**src/dma_chan_pkg.sv**
```systemverilog
// Package of constants and types for the peripheral-triggered DMA channel.
// Behaviour
// [RULE_01] Single address mode finishes in one cycle.
// [RULE_02] Dual address mode: read then write.
// [RULE_03] Channel always uses explicit source and destination.
// [RULE_04] No bus mode; runs beside other masters.
// [RULE_05] Module stop released after reset.
// [RULE_06] One stop bit gates DMA and DTC.
// [RULE_07] Source mode 00b keeps source fixed.
// [RULE_08] Destination mode 10b increments by unit.
// [RULE_09] Source type 01b starts on peripheral request.
// [RULE_10] Transfer mode 00b moves one unit per request.
// [RULE_11] Size 00b means one byte unit.
// [RULE_12] Clear select 0 clears trigger flag at start.
// [RULE_13] Count down; at end set flag, request interrupt.
// [RULE_14] Transfer enable clears the end flag.
// [RULE_15] End interrupt only while enable bit set.
// [RULE_16] Trigger select holds activating vector number.
// [RULE_17] Transfers need start bit and channel enable.
// [RULE_18] Software stops channel before changing settings.
// [RULE_19] Count zero means free running.
package dma_chan_pkg;

   // *************************************************************
   // Field encodings
   // *************************************************************
   localparam logic [1:0] ADDR_FIXED     = 2'h0;
   localparam logic [1:0] ADDR_INCREMENT = 2'h2;
   localparam logic [1:0] TRIG_PERIPHERAL = 2'h1;
   localparam logic [1:0] MODE_NORMAL    = 2'h0;
   localparam logic [1:0] SIZE_BYTE      = 2'h0;
   localparam logic       FLAG_CLEAR_AT_START = 1'h0;

   // *************************************************************
   // Reset values and widths
   // *************************************************************
   localparam logic       STOP_RESET     = 1'h0;
   localparam int         ADDR_W         = 32;
   localparam int         COUNT_W        = 16;
   localparam int         VECTOR_W       = 8;
   localparam logic [7:0] VECTOR_RESET   = 8'h00;
   localparam logic [15:0] COUNT_FREE    = 16'h0000;

   // Channel sequencer states.
   typedef enum logic [1:0] {
      ST_IDLE  = 2'b00,
      ST_READ  = 2'b01,
      ST_WRITE = 2'b10
   } chan_state_t;

endpackage

```
**src/addr_step.sv**
```systemverilog
// Address update unit for one side of the channel.
module addr_step
   import dma_chan_pkg::*;
#(
   parameter int AW = ADDR_W
) (
   input  wire logic [AW-1:0] addr_in,
   input  wire logic [1:0]    mode_in,
   input  wire logic [1:0]    size_in,
   output logic [AW-1:0]      addr_out
);
   initial begin
      if (AW < 8) $error("addr_step: address width too small");
   end

   // *************************************************************
   // Step computation
   // *************************************************************
   // Only byte units are built, so the step is one; other sizes fall back to byte.
   always_comb begin
      addr_out = addr_in;
      if (mode_in == ADDR_INCREMENT) begin
         addr_out = addr_in + AW'(size_in == SIZE_BYTE ? 1 : 1); // RULE_08
      end
   end
endmodule

```
**src/dma_channel_peripheral_trigger.sv**
```systemverilog
// One DMA channel started by a selected peripheral interrupt request.
module dma_channel_peripheral_trigger
   import dma_chan_pkg::*;
#(
   parameter int AW = ADDR_W,
   parameter int CW = COUNT_W,
   parameter int VW = VECTOR_W
) (
   input  wire logic          core_clk_in,
   input  wire logic          rst_in,
   // Module control.
   input  wire logic          dma_dtc_stop_bit_in,
   input  wire logic          ext_dma_stop_bit_in,
   input  wire logic          module_start_bit_in,
   input  wire logic          channel_transfer_enable_in,
   // Channel settings.
   input  wire logic [1:0]    source_addr_mode_field_in,
   input  wire logic [1:0]    dest_addr_mode_field_in,
   input  wire logic [1:0]    activation_source_type_in,
   input  wire logic [1:0]    transfer_mode_field_in,
   input  wire logic [1:0]    transfer_size_field_in,
   input  wire logic          source_flag_clear_select_in,
   input  wire logic          transfer_end_irq_enable_in,
   input  wire logic [AW-1:0] source_address_in,
   input  wire logic [AW-1:0] dest_address_in,
   input  wire logic [CW-1:0] transfer_count_in,
   input  wire logic [VW-1:0] trigger_select_in,
   // Trigger from the interrupt controller.
   input  wire logic          periph_req_in,
   input  wire logic [VW-1:0] periph_vector_in,
   // Bus master.
   input  wire logic          bus_ready_in,
   input  wire logic [7:0]    bus_rdata_in,
   // Outputs.
   output logic               bus_req_out,
   output logic               bus_we_out,
   output logic [AW-1:0]      bus_addr_out,
   output logic [7:0]         bus_wdata_out,
   output logic               trigger_flag_clear_out,
   output logic               transfer_end_flag_out,
   output logic               channel0_end_interrupt_out,
   output logic [CW-1:0]      count_left_out,
   output logic               dma_clock_on_out,
   output logic               ext_dma_clock_on_out
);
   initial begin
      if (CW != 16) $error("count width must be 16");
   end

   // *************************************************************
   // Declarations
   // *************************************************************
   chan_state_t     state;
   chan_state_t     next_state;
   logic [AW-1:0]   src;
   logic [AW-1:0]   next_src;
   logic [AW-1:0]   dst;
   logic [AW-1:0]   next_dst;
   logic [CW-1:0]   cnt;
   logic [CW-1:0]   next_cnt;
   logic            loaded;
   logic            next_loaded;
   logic            pend;
   logic            next_pend;
   logic            run_d;
   logic            next_run_d;
   logic [7:0]      data;
   logic [7:0]      next_data;
   logic            end_flag;
   logic            next_end_flag;
   logic            irq;
   logic            next_irq;
   logic            fclr;
   logic            next_fclr;
   logic            breq;
   logic            next_breq;
   logic            bwe;
   logic            next_bwe;
   logic [AW-1:0]   baddr;
   logic [AW-1:0]   next_baddr;
   logic            clk_on;
   logic            next_clk_on;
   logic            xclk_on;
   logic            next_xclk_on;
   logic            run;
   logic            hit;
   logic [AW-1:0]   src_step;
   logic [AW-1:0]   dst_step;

   // *************************************************************
   // Helpers
   // *************************************************************
   // Source side: fixed unless incrementing is chosen.
   addr_step #(.AW(AW)) u_src_step (
      .addr_in  (src),
      .mode_in  (source_addr_mode_field_in),
      .size_in  (transfer_size_field_in),
      .addr_out (src_step)
   );

   addr_step #(.AW(AW)) u_dst_step (
      .addr_in  (dst),
      .mode_in  (dest_addr_mode_field_in),
      .size_in  (transfer_size_field_in),
      .addr_out (dst_step)
   );

   trig_match #(.VW(VW)) u_trig (
      .sel_vector_in (trigger_select_in),
      .req_vector_in (periph_vector_in),
      .req_valid_in  (periph_req_in),
      .hit_out       (hit)
   );

   // The channel runs only with its clock on and both enables set.
   assign run = clk_on && module_start_bit_in && channel_transfer_enable_in; // RULE_17 RULE_06

   // *************************************************************
   // Next-state logic
   // *************************************************************
   // Each request is a read cycle then a write cycle; the bus request is held through both
   // cycles of one request, so other masters on other slaves proceed between requests.
   always_comb begin
      next_state    = state;
      next_src      = src;
      next_dst      = dst;
      next_cnt      = cnt;
      next_loaded   = loaded;
      next_pend     = pend;
      next_run_d    = run;
      next_data     = data;
      next_end_flag = end_flag;
      next_irq      = 1'b0;
      next_fclr     = 1'b0;
      next_breq     = breq;
      next_bwe      = bwe;
      next_baddr    = baddr;
      // Stop bits low mean clock supplied; one bit serves DMA and DTC together.
      next_clk_on   = !dma_dtc_stop_bit_in; // RULE_06 RULE_05
      // The external-request controller and its one-cycle single address mode live outside this channel.
      // Only its own stop bit passes through here, so it can be stopped apart from this one.
      next_xclk_on  = !ext_dma_stop_bit_in; // RULE_06 RULE_01
      // Rising run clears the end flag, and reloads the settings only when none are still loaded.
      if (run && !run_d) begin
         next_end_flag = 1'b0; // RULE_14
         if (!loaded) begin
            next_src    = source_address_in;
            next_dst    = dest_address_in;
            next_cnt    = transfer_count_in;
            next_loaded = 1'b1;
         end
      end
      if (!channel_transfer_enable_in) begin
         next_loaded = 1'b0;
      end
      case (state)
         ST_IDLE: begin
            if (run && loaded && run_d && pend) begin
               next_pend  = 1'b0;
               next_fclr  = (source_flag_clear_select_in == FLAG_CLEAR_AT_START); // RULE_12
               next_breq  = 1'b1; // RULE_02 RULE_03 RULE_04
               next_bwe   = 1'b0;
               next_baddr = src;
               next_state = ST_READ;
            end
         end
         ST_READ: begin
            if (bus_ready_in) begin
               next_data  = bus_rdata_in; // RULE_11
               next_bwe   = 1'b1;
               next_baddr = dst;
               next_state = ST_WRITE; // RULE_02
            end
         end
         ST_WRITE: begin
            if (bus_ready_in) begin
               next_breq  = 1'b0;
               next_bwe   = 1'b0;
               next_src   = src_step; // RULE_07
               next_dst   = dst_step; // RULE_08
               next_state = ST_IDLE;
               // Zero count runs free; otherwise count down to the end.
               if (cnt != COUNT_FREE) begin // RULE_19
                  next_cnt = cnt - CW'(1); // RULE_13
                  if (cnt == CW'(1)) begin
                     next_end_flag = 1'b1; // RULE_13
                     next_irq      = transfer_end_irq_enable_in; // RULE_15
                     next_loaded   = 1'b0;
                  end
               end
            end
         end
         default: begin
            next_state = ST_IDLE;
         end
      endcase
      // Only peripheral requests in normal mode start the channel.
      // This sits after the case so that a trigger landing on the edge that consumes
      // the pending one is kept and not swallowed by the consume.
      if (hit && activation_source_type_in == TRIG_PERIPHERAL
          && transfer_mode_field_in == MODE_NORMAL) begin // RULE_09 RULE_10
         next_pend = 1'b1;
      end
   end

   // *************************************************************
   // State registers
   // *************************************************************
   always_ff @(posedge core_clk_in or posedge rst_in) begin
      if (rst_in) begin
         state    <= ST_IDLE;
         src      <= '0;
         dst      <= '0;
         cnt      <= '0;
         loaded   <= 1'b0;
         pend     <= 1'b0;
         run_d    <= 1'b0;
         data     <= 8'h00;
         end_flag <= 1'b0;
         irq      <= 1'b0;
         fclr     <= 1'b0;
         breq     <= 1'b0;
         bwe      <= 1'b0;
         baddr    <= '0;
         clk_on   <= !STOP_RESET; // RULE_05
         xclk_on  <= !STOP_RESET;
      end else begin
         state    <= next_state;
         src      <= next_src;
         dst      <= next_dst;
         cnt      <= next_cnt;
         loaded   <= next_loaded;
         pend     <= next_pend;
         run_d    <= next_run_d;
         data     <= next_data;
         end_flag <= next_end_flag;
         irq      <= next_irq;
         fclr     <= next_fclr;
         breq     <= next_breq;
         bwe      <= next_bwe;
         baddr    <= next_baddr;
         clk_on   <= next_clk_on;
         xclk_on  <= next_xclk_on;
      end
   end

   // Outputs straight from flip-flops.
   assign bus_req_out                = breq;
   assign bus_we_out                 = bwe;
   assign bus_addr_out               = baddr;
   assign bus_wdata_out              = data;
   assign trigger_flag_clear_out     = fclr;
   assign transfer_end_flag_out      = end_flag;
   assign channel0_end_interrupt_out = irq;
   assign count_left_out             = cnt;
   assign dma_clock_on_out           = clk_on;
   assign ext_dma_clock_on_out       = xclk_on;

   // *************************************************************
   // Assertions
   // *************************************************************
   AST_READ_THEN_WRITE: assert property (@(posedge core_clk_in) disable iff (rst_in) // RULE_02
      (state == ST_READ && bus_ready_in) |=> (state == ST_WRITE && bus_we_out && bus_addr_out == $past(dst)))
      else $error("write did not follow read");
   AST_FIXED_SRC: assert property (@(posedge core_clk_in) disable iff (rst_in) // RULE_07
      (state == ST_WRITE && bus_ready_in && source_addr_mode_field_in == ADDR_FIXED) |=> src == $past(src))
      else $error("fixed source moved");
   AST_INC_DST: assert property (@(posedge core_clk_in) disable iff (rst_in) // RULE_08
      (state == ST_WRITE && bus_ready_in && dest_addr_mode_field_in == ADDR_INCREMENT) |=> dst == $past(dst) + 1)
      else $error("destination not incremented");
   AST_END_IRQ: assert property (@(posedge core_clk_in) disable iff (rst_in) // RULE_15
      channel0_end_interrupt_out |-> transfer_end_flag_out && $past(transfer_end_irq_enable_in))
      else $error("end interrupt without enable");
   AST_END_COUNT: assert property (@(posedge core_clk_in) disable iff (rst_in) // RULE_13
      (state == ST_WRITE && bus_ready_in && cnt == 16'h0001) |=> transfer_end_flag_out && cnt == 16'h0000)
      else $error("end flag missing at count end");
   AST_FREE_RUN: assert property (@(posedge core_clk_in) disable iff (rst_in) // RULE_19
      (state == ST_WRITE && bus_ready_in && cnt == 16'h0000) |=> cnt == 16'h0000 && !channel0_end_interrupt_out)
      else $error("free running count changed");
   AST_FLAG_CLEAR: assert property (@(posedge core_clk_in) disable iff (rst_in) // RULE_12
      (state == ST_IDLE && next_state == ST_READ && source_flag_clear_select_in == 1'b0) |=> trigger_flag_clear_out)
      else $error("trigger flag not cleared");
   AST_RUN_GATE: assert property (@(posedge core_clk_in) disable iff (rst_in) // RULE_17
      (state == ST_IDLE && !run) |=> state == ST_IDLE)
      else $error("transfer started while stopped");
   AST_END_CLEARED: assert property (@(posedge core_clk_in) disable iff (rst_in) // RULE_14
      (run && !run_d) |=> !transfer_end_flag_out)
      else $error("end flag not cleared on enable");
   // Request hold, stop bits and trigger gating.
   AST_REQ_HELD: assert property (@(posedge core_clk_in) disable iff (rst_in) // RULE_02
      (bus_req_out && !bus_ready_in) |=> bus_req_out && $stable(bus_we_out) && $stable(bus_addr_out))
      else $error("bus cycle changed before ready");
   AST_DMA_STOP: assert property (@(posedge core_clk_in) disable iff (rst_in) // RULE_06
      dma_dtc_stop_bit_in |=> !dma_clock_on_out)
      else $error("shared stop bit did not stop the clock");
   AST_EXT_STOP: assert property (@(posedge core_clk_in) disable iff (rst_in) // RULE_06
      ext_dma_stop_bit_in |=> !ext_dma_clock_on_out)
      else $error("external stop bit did not stop its clock");
   AST_TYPE_GATE: assert property (@(posedge core_clk_in) disable iff (rst_in) // RULE_09
      (!pend && activation_source_type_in != TRIG_PERIPHERAL) |=> !pend)
      else $error("request taken with wrong source type");
   AST_MODE_GATE: assert property (@(posedge core_clk_in) disable iff (rst_in) // RULE_10
      (!pend && transfer_mode_field_in != MODE_NORMAL) |=> !pend)
      else $error("request taken outside normal mode");
endmodule

```
**src/trig_match.sv**
```systemverilog
// Trigger selector: passes the request whose vector matches the selected one.
module trig_match
   import dma_chan_pkg::*;
#(
   parameter int VW = VECTOR_W
) (
   input  wire logic [VW-1:0] sel_vector_in,
   input  wire logic [VW-1:0] req_vector_in,
   input  wire logic          req_valid_in,
   output logic               hit_out
);
   initial begin
      if (VW < 7) $error("trig_match: vector width must reach 100");
   end

   // The channel answers only to the programmed vector number.
   always_comb begin
      hit_out = req_valid_in && (req_vector_in == sel_vector_in); // RULE_16
   end
endmodule
```
**config.mk**
```make
export PLATFORM = sky130hd
export DESIGN_NAME = dma_channel_peripheral_trigger
export DESIGN_NICKNAME = d
export VERILOG_FILES = /design/src/dma_chan_pkg.sv /design/src/addr_step.sv /design/src/dma_channel_peripheral_trigger.sv /design/src/trig_match.sv
export SDC_FILE = /design/constraint.sdc
export NUM_CORES = 1
export LEC_CHECK = 0
export BUFFER_PORTS_ARGS = -buffer_cell sky130_fd_sc_hd__buf_2
export CAP_MARGIN = 20
export CELL_PAD_IN_SITES_DETAIL_PLACEMENT = 1
export CELL_PAD_IN_SITES_GLOBAL_PLACEMENT = 1
export CORE_MARGIN = 4
export CORE_UTILIZATION = 40
export CTS_CLUSTER_SIZE = 25
export DETAILED_ROUTE_END_ITERATION = 8
export PLACE_DENSITY = 0.86
export SLEW_MARGIN = 5
export SYNTH_ARGS = -nofsm -noshare
export SYNTH_HDL_FRONTEND = slang
export SYNTH_HIERARCHICAL = 1
export SYNTH_SLANG_ARGS = --single-unit
```
**constraint.sdc**
```tcl
create_clock -name core_clk_in -period 6.2 [get_ports core_clk_in]
set_input_delay 1.24 -clock core_clk_in [delete_from_list [all_inputs] [get_ports core_clk_in]]
set_output_delay 1.24 -clock core_clk_in [all_outputs]
set_load 0.03 [all_outputs]
```
==> results of run 1 <==
==> where the power goes <==
part,switching [mW],internal [mW]
sequential,0.261,1.06
combinational,0.489,0.314
clock,0.394,0.623
total,1.14,1.99
==> state kept, by name (all words and copies together) (netlist names) <==
name,flops
src,32
loaded,1
channel0_end_interrupt_out,1
bus_we_out,1
trigger_flag_clear_out,1
dst,32
count_left_out,16
bus_wdata_out,8
bus_addr_out,32
dma_clock_on_out,1
transfer_end_flag_out,1
bus_req_out,1
run_d,1
pend,1
ext_dma_clock_on_out,1
state,2
==> stage by stage <==
stage | utilization | worst slack [ns] | hold slack [ns] | power [mW]
after floorplan | - | 1.44 | 0.511 | 1.84
after global placement | 0.465 | 3.05 | 0.456 | 2.08
after detailed placement | 0.465 | 2.97 | 0.464 | 2.13
after CTS | 0.496 | 3.42 | 0.475 | 3.15
after global routing | 0.496 | 3.25 | 0.489 | 3.31
final | 0.496 | 3.44 | 0.472 | 3.14
==> critical path: cells and delay by family <==
kind / cells / cell delay (ns)
AOI/OAI and AO/OA: 2 / 0.61
buffers and inverters: 3 / 0.80
and+or+nand+nor: 3 / 0.44
==> placed cells by master (no fill, tap or decap), types with 17 or more instances in the layout <==
cell / netlist / routed
xnor2_1: 52 / 52
nand2_1: 161 / 161
a21oi_1: 45 / 45
buf_2: 8 / 184
a31oi_1: 64 / 64
mux2i_1: 32 / 32
clkbuf_16: 0 / 17
xor2_1: 18 / 18
nand4_1: 24 / 24
nor2_1: 114 / 114
nand3_1: 35 / 35
dfrtp_1: 130 / 129
==> logic make-up after synthesis <==
logic type               synth area share
AND/OR/NAND/NOR                     0.271
AO/OA/AOI/OAI                       0.119
flip-flops                          0.431
XOR/XNOR                           0.0800
buffers and inverters              0.0346
multiplexers                       0.0550
adder cells (fa/ha/maj)           0.00816
==> area by class of cell <==
| cell class | count | area (µm²) |
|---|---|---|
| flip-flops and latches | 132 | 3310 |
| clock buffers | 24 | 482 |
| multi-input cells | 677 | 4110 |
| clock inverters | 8 | 103 |
| well taps | 234 | 293 |
| fillers | 2272 | 9460 |
| repair buffers | 190 | 966 |
| inverters | 12 | 50.0 |
==> worst max path at each step <==
stage / from / end / slack, ns / depth (start not counted)
after floorplan: rst_in / bus_addr_out[0] / 1.44 / 1
after global placement: channel_transfer_enable_in / count_left_out[6] / 3.05 / 6
after detailed placement: channel_transfer_enable_in / bus_addr_out[12] / 2.97 / 8
after CTS: channel_transfer_enable_in / bus_addr_out[12] / 3.42 / 8
after global routing: source_addr_mode_field_in[0] / src[31] / 3.25 / 7
final: channel_transfer_enable_in / bus_addr_out[12] / 3.44 / 8
==> per-layer routing <==
layer	vias to the layer above	global-route usage	wire, µm
met5	-	0	0
met4	0	0.0753	437
met3	34	0.0472	1080
met2	184	0.384	12000
met1	3573	0.288	10600
li1	3375	-	-
==> impl_metrics.tcl, run 1 <==
set metrics [dict create \
    outcome "finished, final reports clean" \
    pin_count 187 \
    gp_congestion 0.829 \
    drc_errors 0 \
    finalHoldViolCount 0 \
    final_layout_size_suffix_gt1_frac 0.254 \
    routed-via-count 7166 \
    cts_buffers 17 \
    period_minus_slack_ns 2.76 \
    die-height_um 146 \
    fin_nets 1159 \
    antenna_left 0 \
    ys_warn_count 6 \
    grt_pass1_wl_um 39400 \
    syn_nets 996 \
    yosys-top-cells-count "161 x nand2_1, 130 x dfrtp_1, 114 x nor2_1" \
    final_cells 1277 \
    timing.rr.start "state[0]" \
    placementRows 50 \
    rrSetupSlack_ns 3.69 \
    ir_drop_v 0.000204 \
    place_area_um2 8720 \
    cp.required_ns 6.55 \
    min_from "bus_req_out" \
    yosysTopAreaCell "dfrtp_1" \
    slew_violations 0 \
    num_antenna_cells 0 \
    reg2reg_depth 7 \
    cp_slowest_stage_delay_ns 0.53 \
    drt-initial-drc-count 331 \
    numPlacedInstances 1245 \
    async_flop_share 1.00 \
    dieArea_um2 21400 \
    synth_edf_count 0 \
    p_per_area_nw_per_um2 337 \
    worst_ep_arrival_time_ns 3.11 \
    ys_types 61 \
    synth.avg_cell_area_um2 8.84 \
    design_area_um2 9310 \
    design.core.area_um2 18800 \
    netlist_area_um2 7660 \
    die_w_um 146 \
    ys_ff_latch 132 \
    antenna_found_initial 0 \
    htreeDepth 4 \
    finalSetupTns_ns 0 \
    port_buffers 184 \
    drv_cap 0 \
    final.period_utilization 0.445 \
    crit_type "input pin to flip-flop" \
    clk_latency_ns 0.44 \
    postCtsSetupBuffers 0 \
    synth_area_leaders "dfrtp_1 42%, nand2_1 7.9%, xnor2_1 5.9%, nor2_1 5.6%, a31oi_1 5.2%" \
    synth_top_flop_cell "dfrtp_1" \
    cts_tree "built" \
    grt-ovfl-total 0 \
    grt_util_all_layers 0.226 \
    firstDrtPassIters 4 \
    hold_class "flip-flop to flip-flop" \
    grt_max_degree 83 \
    ys_seq_area_frac 0.431 \
    via_per_inst 5.61 \
    tightestPinTransition_ns 1.05 \
    ctsHoldBuffers 0 \
    syn_inst 867 \
    clk_pin_slew_worst_paths_ns 0.06 \
    worstReg2RegEnd "bus_addr_out[12]" \
    clock.fmax_mhz 362 \
    hold_end "bus_req_out" \
    routed_wl_um 24100 \
    synth_most_common_cell "nand2_1" \
    worstPathCellList "buf_2 > nand3_1 > inv_1 > nand4_1 > a21oi_4 > buf_4 > nor2_1 > a21oi_1" \
    area_growth_pct 21.5 \
    initial_core_util 0.408 \
    cts_buffer_depth 2 \
    cp-end-kind "flip-flop" \
    hpwlAfterDp_um 16800 \
    synth_top_area_share 0.425 \
    holdPathStages 2 \
    p_leak_nw 4.15 \
    crit_slowest_cell "buf_4" \
    cp_max_fo 50 \
    startpoint_type "input pin" \
    wl_per_cell_um 18.9 \
    cts.sinks 132 \
    slew_headroom 0.297 \
    finalSetupViolCount 0 \
    grt_pass1_vias 7644 \
    cts.repair.resized 0 \
    cts_root_buf "clkbuf_16" \
    rsz0062_at_grt "no" \
    fin_skew_ns 0.0167 \
]
Power figures use the tool's default switching activity.
==> run 2: changes to the inputs <==
- clock period: 6.2 -> 2.9 ns (I/O delays scaled with it)
==> impl_metrics.tcl, run 2 (synthesis results as in run 1) <==
set metrics [dict create \
    final_layout_size_suffix_gt1_frac 0.262 \
    die_w_um 146 \
    startpoint_type "flip-flop" \
    placementRows 50 \
    power_switching_mw 2.47 \
    pre_cts_slack_ns 0.532 \
    postCtsSetupBuffers 0 \
    fin_nets 1166 \
    nFillCells 2264 \
    tightestPinTransition_ns 0.750 \
    reg2reg_depth 7 \
    ff_latch_area_um2 3310 \
    clk_pin_slew_worst_paths_ns 0.06 \
    antenna_found_initial 0 \
    cts_buffers 17 \
    period_minus_slack_ns 2.36 \
    gp_congestion 0.804 \
    design.core.area_um2 18800 \
    drv_cap 0 \
    mostFrequentLayoutCells "184 x buf_2, 161 x nand2_1, 129 x dfrtp_1" \
    hpwlAfterDp_um 17200 \
    whs_ns 0.0363 \
    finalPower_mw 6.72 \
    ir_drop_v 0.000406 \
    p_per_area_nw_per_um2 714 \
    antenna_left 0 \
    drt-initial-drc-count 399 \
    initial_core_util 0.408 \
    htreeDepth 4 \
    area_growth_pct 22.7 \
    cp_max_fo 7 \
    via_per_inst 5.60 \
    final_common_cell "buf_2" \
    firstDrtPassIters 5 \
    rsz0062_at_grt "no" \
    slew_headroom 0.500 \
    grt-ovfl-total 0 \
    final.period_utilization 0.812 \
    grt_max_degree 77 \
    ctsHoldBuffers 0 \
    grt_pass1_wl_um 40100 \
    netSwitchingFraction 0.368 \
    combPwrFrac 0.256 \
    routed-via-count 7191 \
    dieArea_um2 21400 \
    cts_root_buf "clkbuf_16" \
    cp.required_ns 3.24 \
    grt_util_all_layers 0.230 \
    port_buffers 184 \
    pin_count 187 \
    setup_ws_ns 0.545 \
    p_leak_nw 4.20 \
    clk_latency_ns 0.43 \
    cts.sinks 132 \
    hold_class "input pin to async pin" \
    wl_per_cell_um 19.0 \
    grt_pass1_vias 7743 \
    cts.repair.resized 0 \
    cts_buffer_depth 2 \
    clkPwrFrac 0.324 \
    cts_tree "built" \
    pwr-share-seq 0.420 \
    clock.fmax_mhz 425 \
    finalHoldViolCount 0 \
    p_int_mw 4.25 \
    finalSetupTns_ns 0 \
    drc_errors 0 \
    routed_wl_um 24300 \
    fin_skew_ns 0.00914 \
    worst_ep_arrival_time_ns 2.69 \
    crit_type "flip-flop to flip-flop" \
    place_area_um2 8810 \
    multi_input_area_um2 4110 \
    outcome "finished, final reports clean" \
    finalSetupViolCount 0 \
    num_antenna_cells 0 \
    slew_violations 0 \
    die-height_um 146 \
    design_area_um2 9400 \
    rrSetupSlack_ns 0.54 \
    cp-end-kind "flip-flop" \
]
[run 2: changes by cell type in the layout (fill, tap and decap cells not counted)]
cell,before,now
buf_12,0,3
clkbuf_1,4,1
clkinv_4,0,3
clkbuf_8,3,2
clkinvlp_4,5,3
clkinv_2,1,4
buf_4,6,10
[run 2: critical path: stages (launching register included)]
cell and delay (ns):
dfrtp_1 0.45, ha_1 0.28, nand4_4 0.19, or3_4 0.48, nor4_1 0.44, xor2_1 0.18
nor2_1 0.06, a31oi_1 0.19
[run 2: area by class of cell]
class / instances / area share
clock buffer: 20 / 0.0486
clock inverter: 12 / 0.0138
inverter: 12 / 0.00519
multi-input combinational: 677 / 0.437
sequential: 132 / 0.352
tap: 234 / 0.0311
timing repair buffer: 197 / 0.112
[run 2: power by group through the flow]
stage	sequential (mW)	clock (mW)	combinational (mW)
5_1_grt	2.90	2.29	1.89
4_1_cts	2.82	2.22	1.74
3_3_place_gp	2.81	0	1.65
2_1_floorplan	3.11	0	0.810
6_report	2.82	2.17	1.72
3_5_place_dp	2.84	0	1.72
[run 2: metrics by stage]
stage / cells / utilization
after floorplan: 867 / -
after global placement: 1252 / 0.470
after detailed placement: 1252 / 0.470
after CTS: 1284 / 0.501
after global routing: 1284 / 0.501
final: 1284 / 0.501
[run 2: routing by layer]
layer | global-route usage | part of all wire
met5 | 0 | 0
met4 | 0.0724 | 0.016
met3 | 0.0435 | 0.049
met2 | 0.400 | 0.51
met1 | 0.290 | 0.43
[run 2: worst paths after layout]
| path | from | endpoint |
|---|---|---|
| min in group core_clk_in | dma_dtc_stop_bit_in | dma_clock_on_out |
| setup reg to reg | src[0] | src[26] |
| max in group asynchronous | rst_in | ext_dma_clock_on_out |
| hold reg to reg | bus_req_out | bus_req_out |
| hold / removal | rst_in | bus_addr_out[24] |
| setup / recovery | src[0] | src[26] |
==> run 3: changes to the inputs <==
- clock period: 2.9 -> 2.25 ns (I/O delays scaled with it)
==> impl_metrics.tcl, run 3 (synthesis results as in run 1) <==
set metrics [dict create \
    grt_pass1_vias 7792 \
    fin_skew_ns 0.0109 \
    cts_tree "built" \
    outcome "finished, final reports clean" \
    min_from "ext_dma_stop_bit_in" \
    timing.rr.start "src[0]" \
    die-height_um 146 \
    fin_nets 1182 \
    grt_pass1_wl_um 40300 \
    cp_slowest_stage_delay_ns 0.47 \
    worstSetupStartpoint "src[0]" \
    grt_util_all_layers 0.231 \
    crit_type "flip-flop to flip-flop" \
    cp_max_fo 5 \
    antenna_left 0 \
    finalHoldViolCount 0 \
    cts_root_buf "clkbuf_16" \
    p_leak_nw 4.34 \
    dieArea_um2 21400 \
    pin_count 187 \
    antenna_found_initial 1 \
    setup_ws_ns 0.129 \
    cp.required_ns 2.58 \
    mostFrequentLayoutCells "184 x buf_2, 161 x nand2_1, 128 x dfrtp_1" \
    finalSetupViolCount 0 \
    ir_drop_v 0.000538 \
    clk_pin_slew_worst_paths_ns 0.06 \
    reg2reg_depth 7 \
    design_area_um2 9710 \
    whs_ns 0.136 \
    worstReg2RegEnd "src[28]" \
    final_layout_size_suffix_gt1_frac 0.280 \
    placementRows 50 \
    wl_per_cell_um 18.9 \
    routed_wl_um 24600 \
    drv_cap 0 \
    period_minus_slack_ns 2.12 \
    worstPathCellList "ha_2 > nand4_4 > or3_4 > nor4_2 > xor2_1 > nor2_1 > a31oi_1" \
    numPlacedInstances 1268 \
    cts_buffer_depth 2 \
    pre_cts_slack_ns 0.0849 \
    routed-via-count 7240 \
    via_per_inst 5.56 \
    cts.sinks 132 \
    slew_headroom 0.490 \
    final_cells 1301 \
    tightestPinTransition_ns 0.766 \
    clock.fmax_mhz 472 \
    place_area_um2 8980 \
    gp_congestion 0.836 \
    final_common_cell "buf_2" \
    design.core.area_um2 18800 \
    holdPathStages 2 \
    hpwlAfterDp_um 17500 \
    hold_class "input pin to flip-flop" \
    rsz0062_at_grt "yes" \
    postCtsSetupBuffers 0 \
    cp-end-kind "flip-flop" \
    die_w_um 146 \
    hold_end "ext_dma_clock_on_out" \
    drt-initial-drc-count 393 \
    drc_errors 0 \
    area_growth_pct 26.7 \
    grt-ovfl-total 0 \
    grt_max_degree 81 \
    startpoint_type "flip-flop" \
    slew_violations 0 \
    htreeDepth 4 \
    initial_core_util 0.408 \
    clk_latency_ns 0.42 \
    port_buffers 184 \
    crit_slowest_cell "or3_4" \
    cts_buffers 17 \
    rrSetupSlack_ns 0.13 \
    firstDrtPassIters 4 \
    p_per_area_nw_per_um2 943 \
    worst_ep_arrival_time_ns 2.45 \
    final.period_utilization 0.943 \
]
-- run 3: timing repair --
item | 4_1_cts | 5_1_grt
endpoints found under the setup margin | 0 | 7
hold buffers | 0 | 0
gates resized for setup | 0 | 8
-- run 3: area by class of cell --
| type | instances | area, µm² |
|---|---|---|
| tap | 234 | 293 |
| multi-input combinational | 677 | 4150 |
| fill | 2264 | 9060 |
| sequential | 132 | 3310 |
| clock inverter | 12 | 226 |
| timing repair buffer | 213 | 1230 |
| antenna | 1 | 2.50 |
| inverter | 12 | 48.8 |
| clock buffer | 20 | 457 |
-- run 3: how the worst max path moves through the flow --
stage / to / slack [ns]
after floorplan: bus_addr_out[0] / 0.16
after global placement: dst[31] / 0.17
after detailed placement: dst[31] / 0.08
after CTS: src[30] / 0.04
after global routing: count_left_out[5] / -0.02
final: src[28] / 0.13
-- run 3: stage by stage --
step                      utilization  TNS [ns]  power, mW
after floorplan                     -         0       5.06
after detailed placement        0.479         0       5.92
final                           0.517         0       9.16
after global routing            0.517   -0.0448       9.65
after global placement          0.479         0       5.80
after CTS                       0.515         0       9.23
-- run 3: critical path, delay by kind of cell, from the launching register on --
family / cells / cell delay, ns
adder cells (fa/ha/maj): 1 / 0.26
XOR/XNOR: 1 / 0.17
AND/OR/NAND/NOR: 4 / 0.98
AO/OA/AOI/OAI: 1 / 0.18
flip-flops: 1 / 0.43
-- run 3: per-layer routing --
| metal | GRT usage | up-vias | part of all wire |
|---|---|---|---|
| met5 | 0 | - | 0 |
| met2 | 0.399 | 166 | 0.51 |
| li1 | - | 3429 | - |
| met3 | 0.0419 | 27 | 0.042 |
| met1 | 0.293 | 3618 | 0.43 |
| met4 | 0.0790 | 0 | 0.017 |
-- run 3: power by group --
| part | internal (mW) | switching [mW] | leakage (nW) |
|---|---|---|---|
| Combinational | 0.909 | 1.38 | 2.40 |
| Clock | 2.14 | 1.11 | 0.326 |
| Sequential | 2.91 | 0.706 | 1.61 |
| Total | 5.96 | 3.19 | 4.34 |
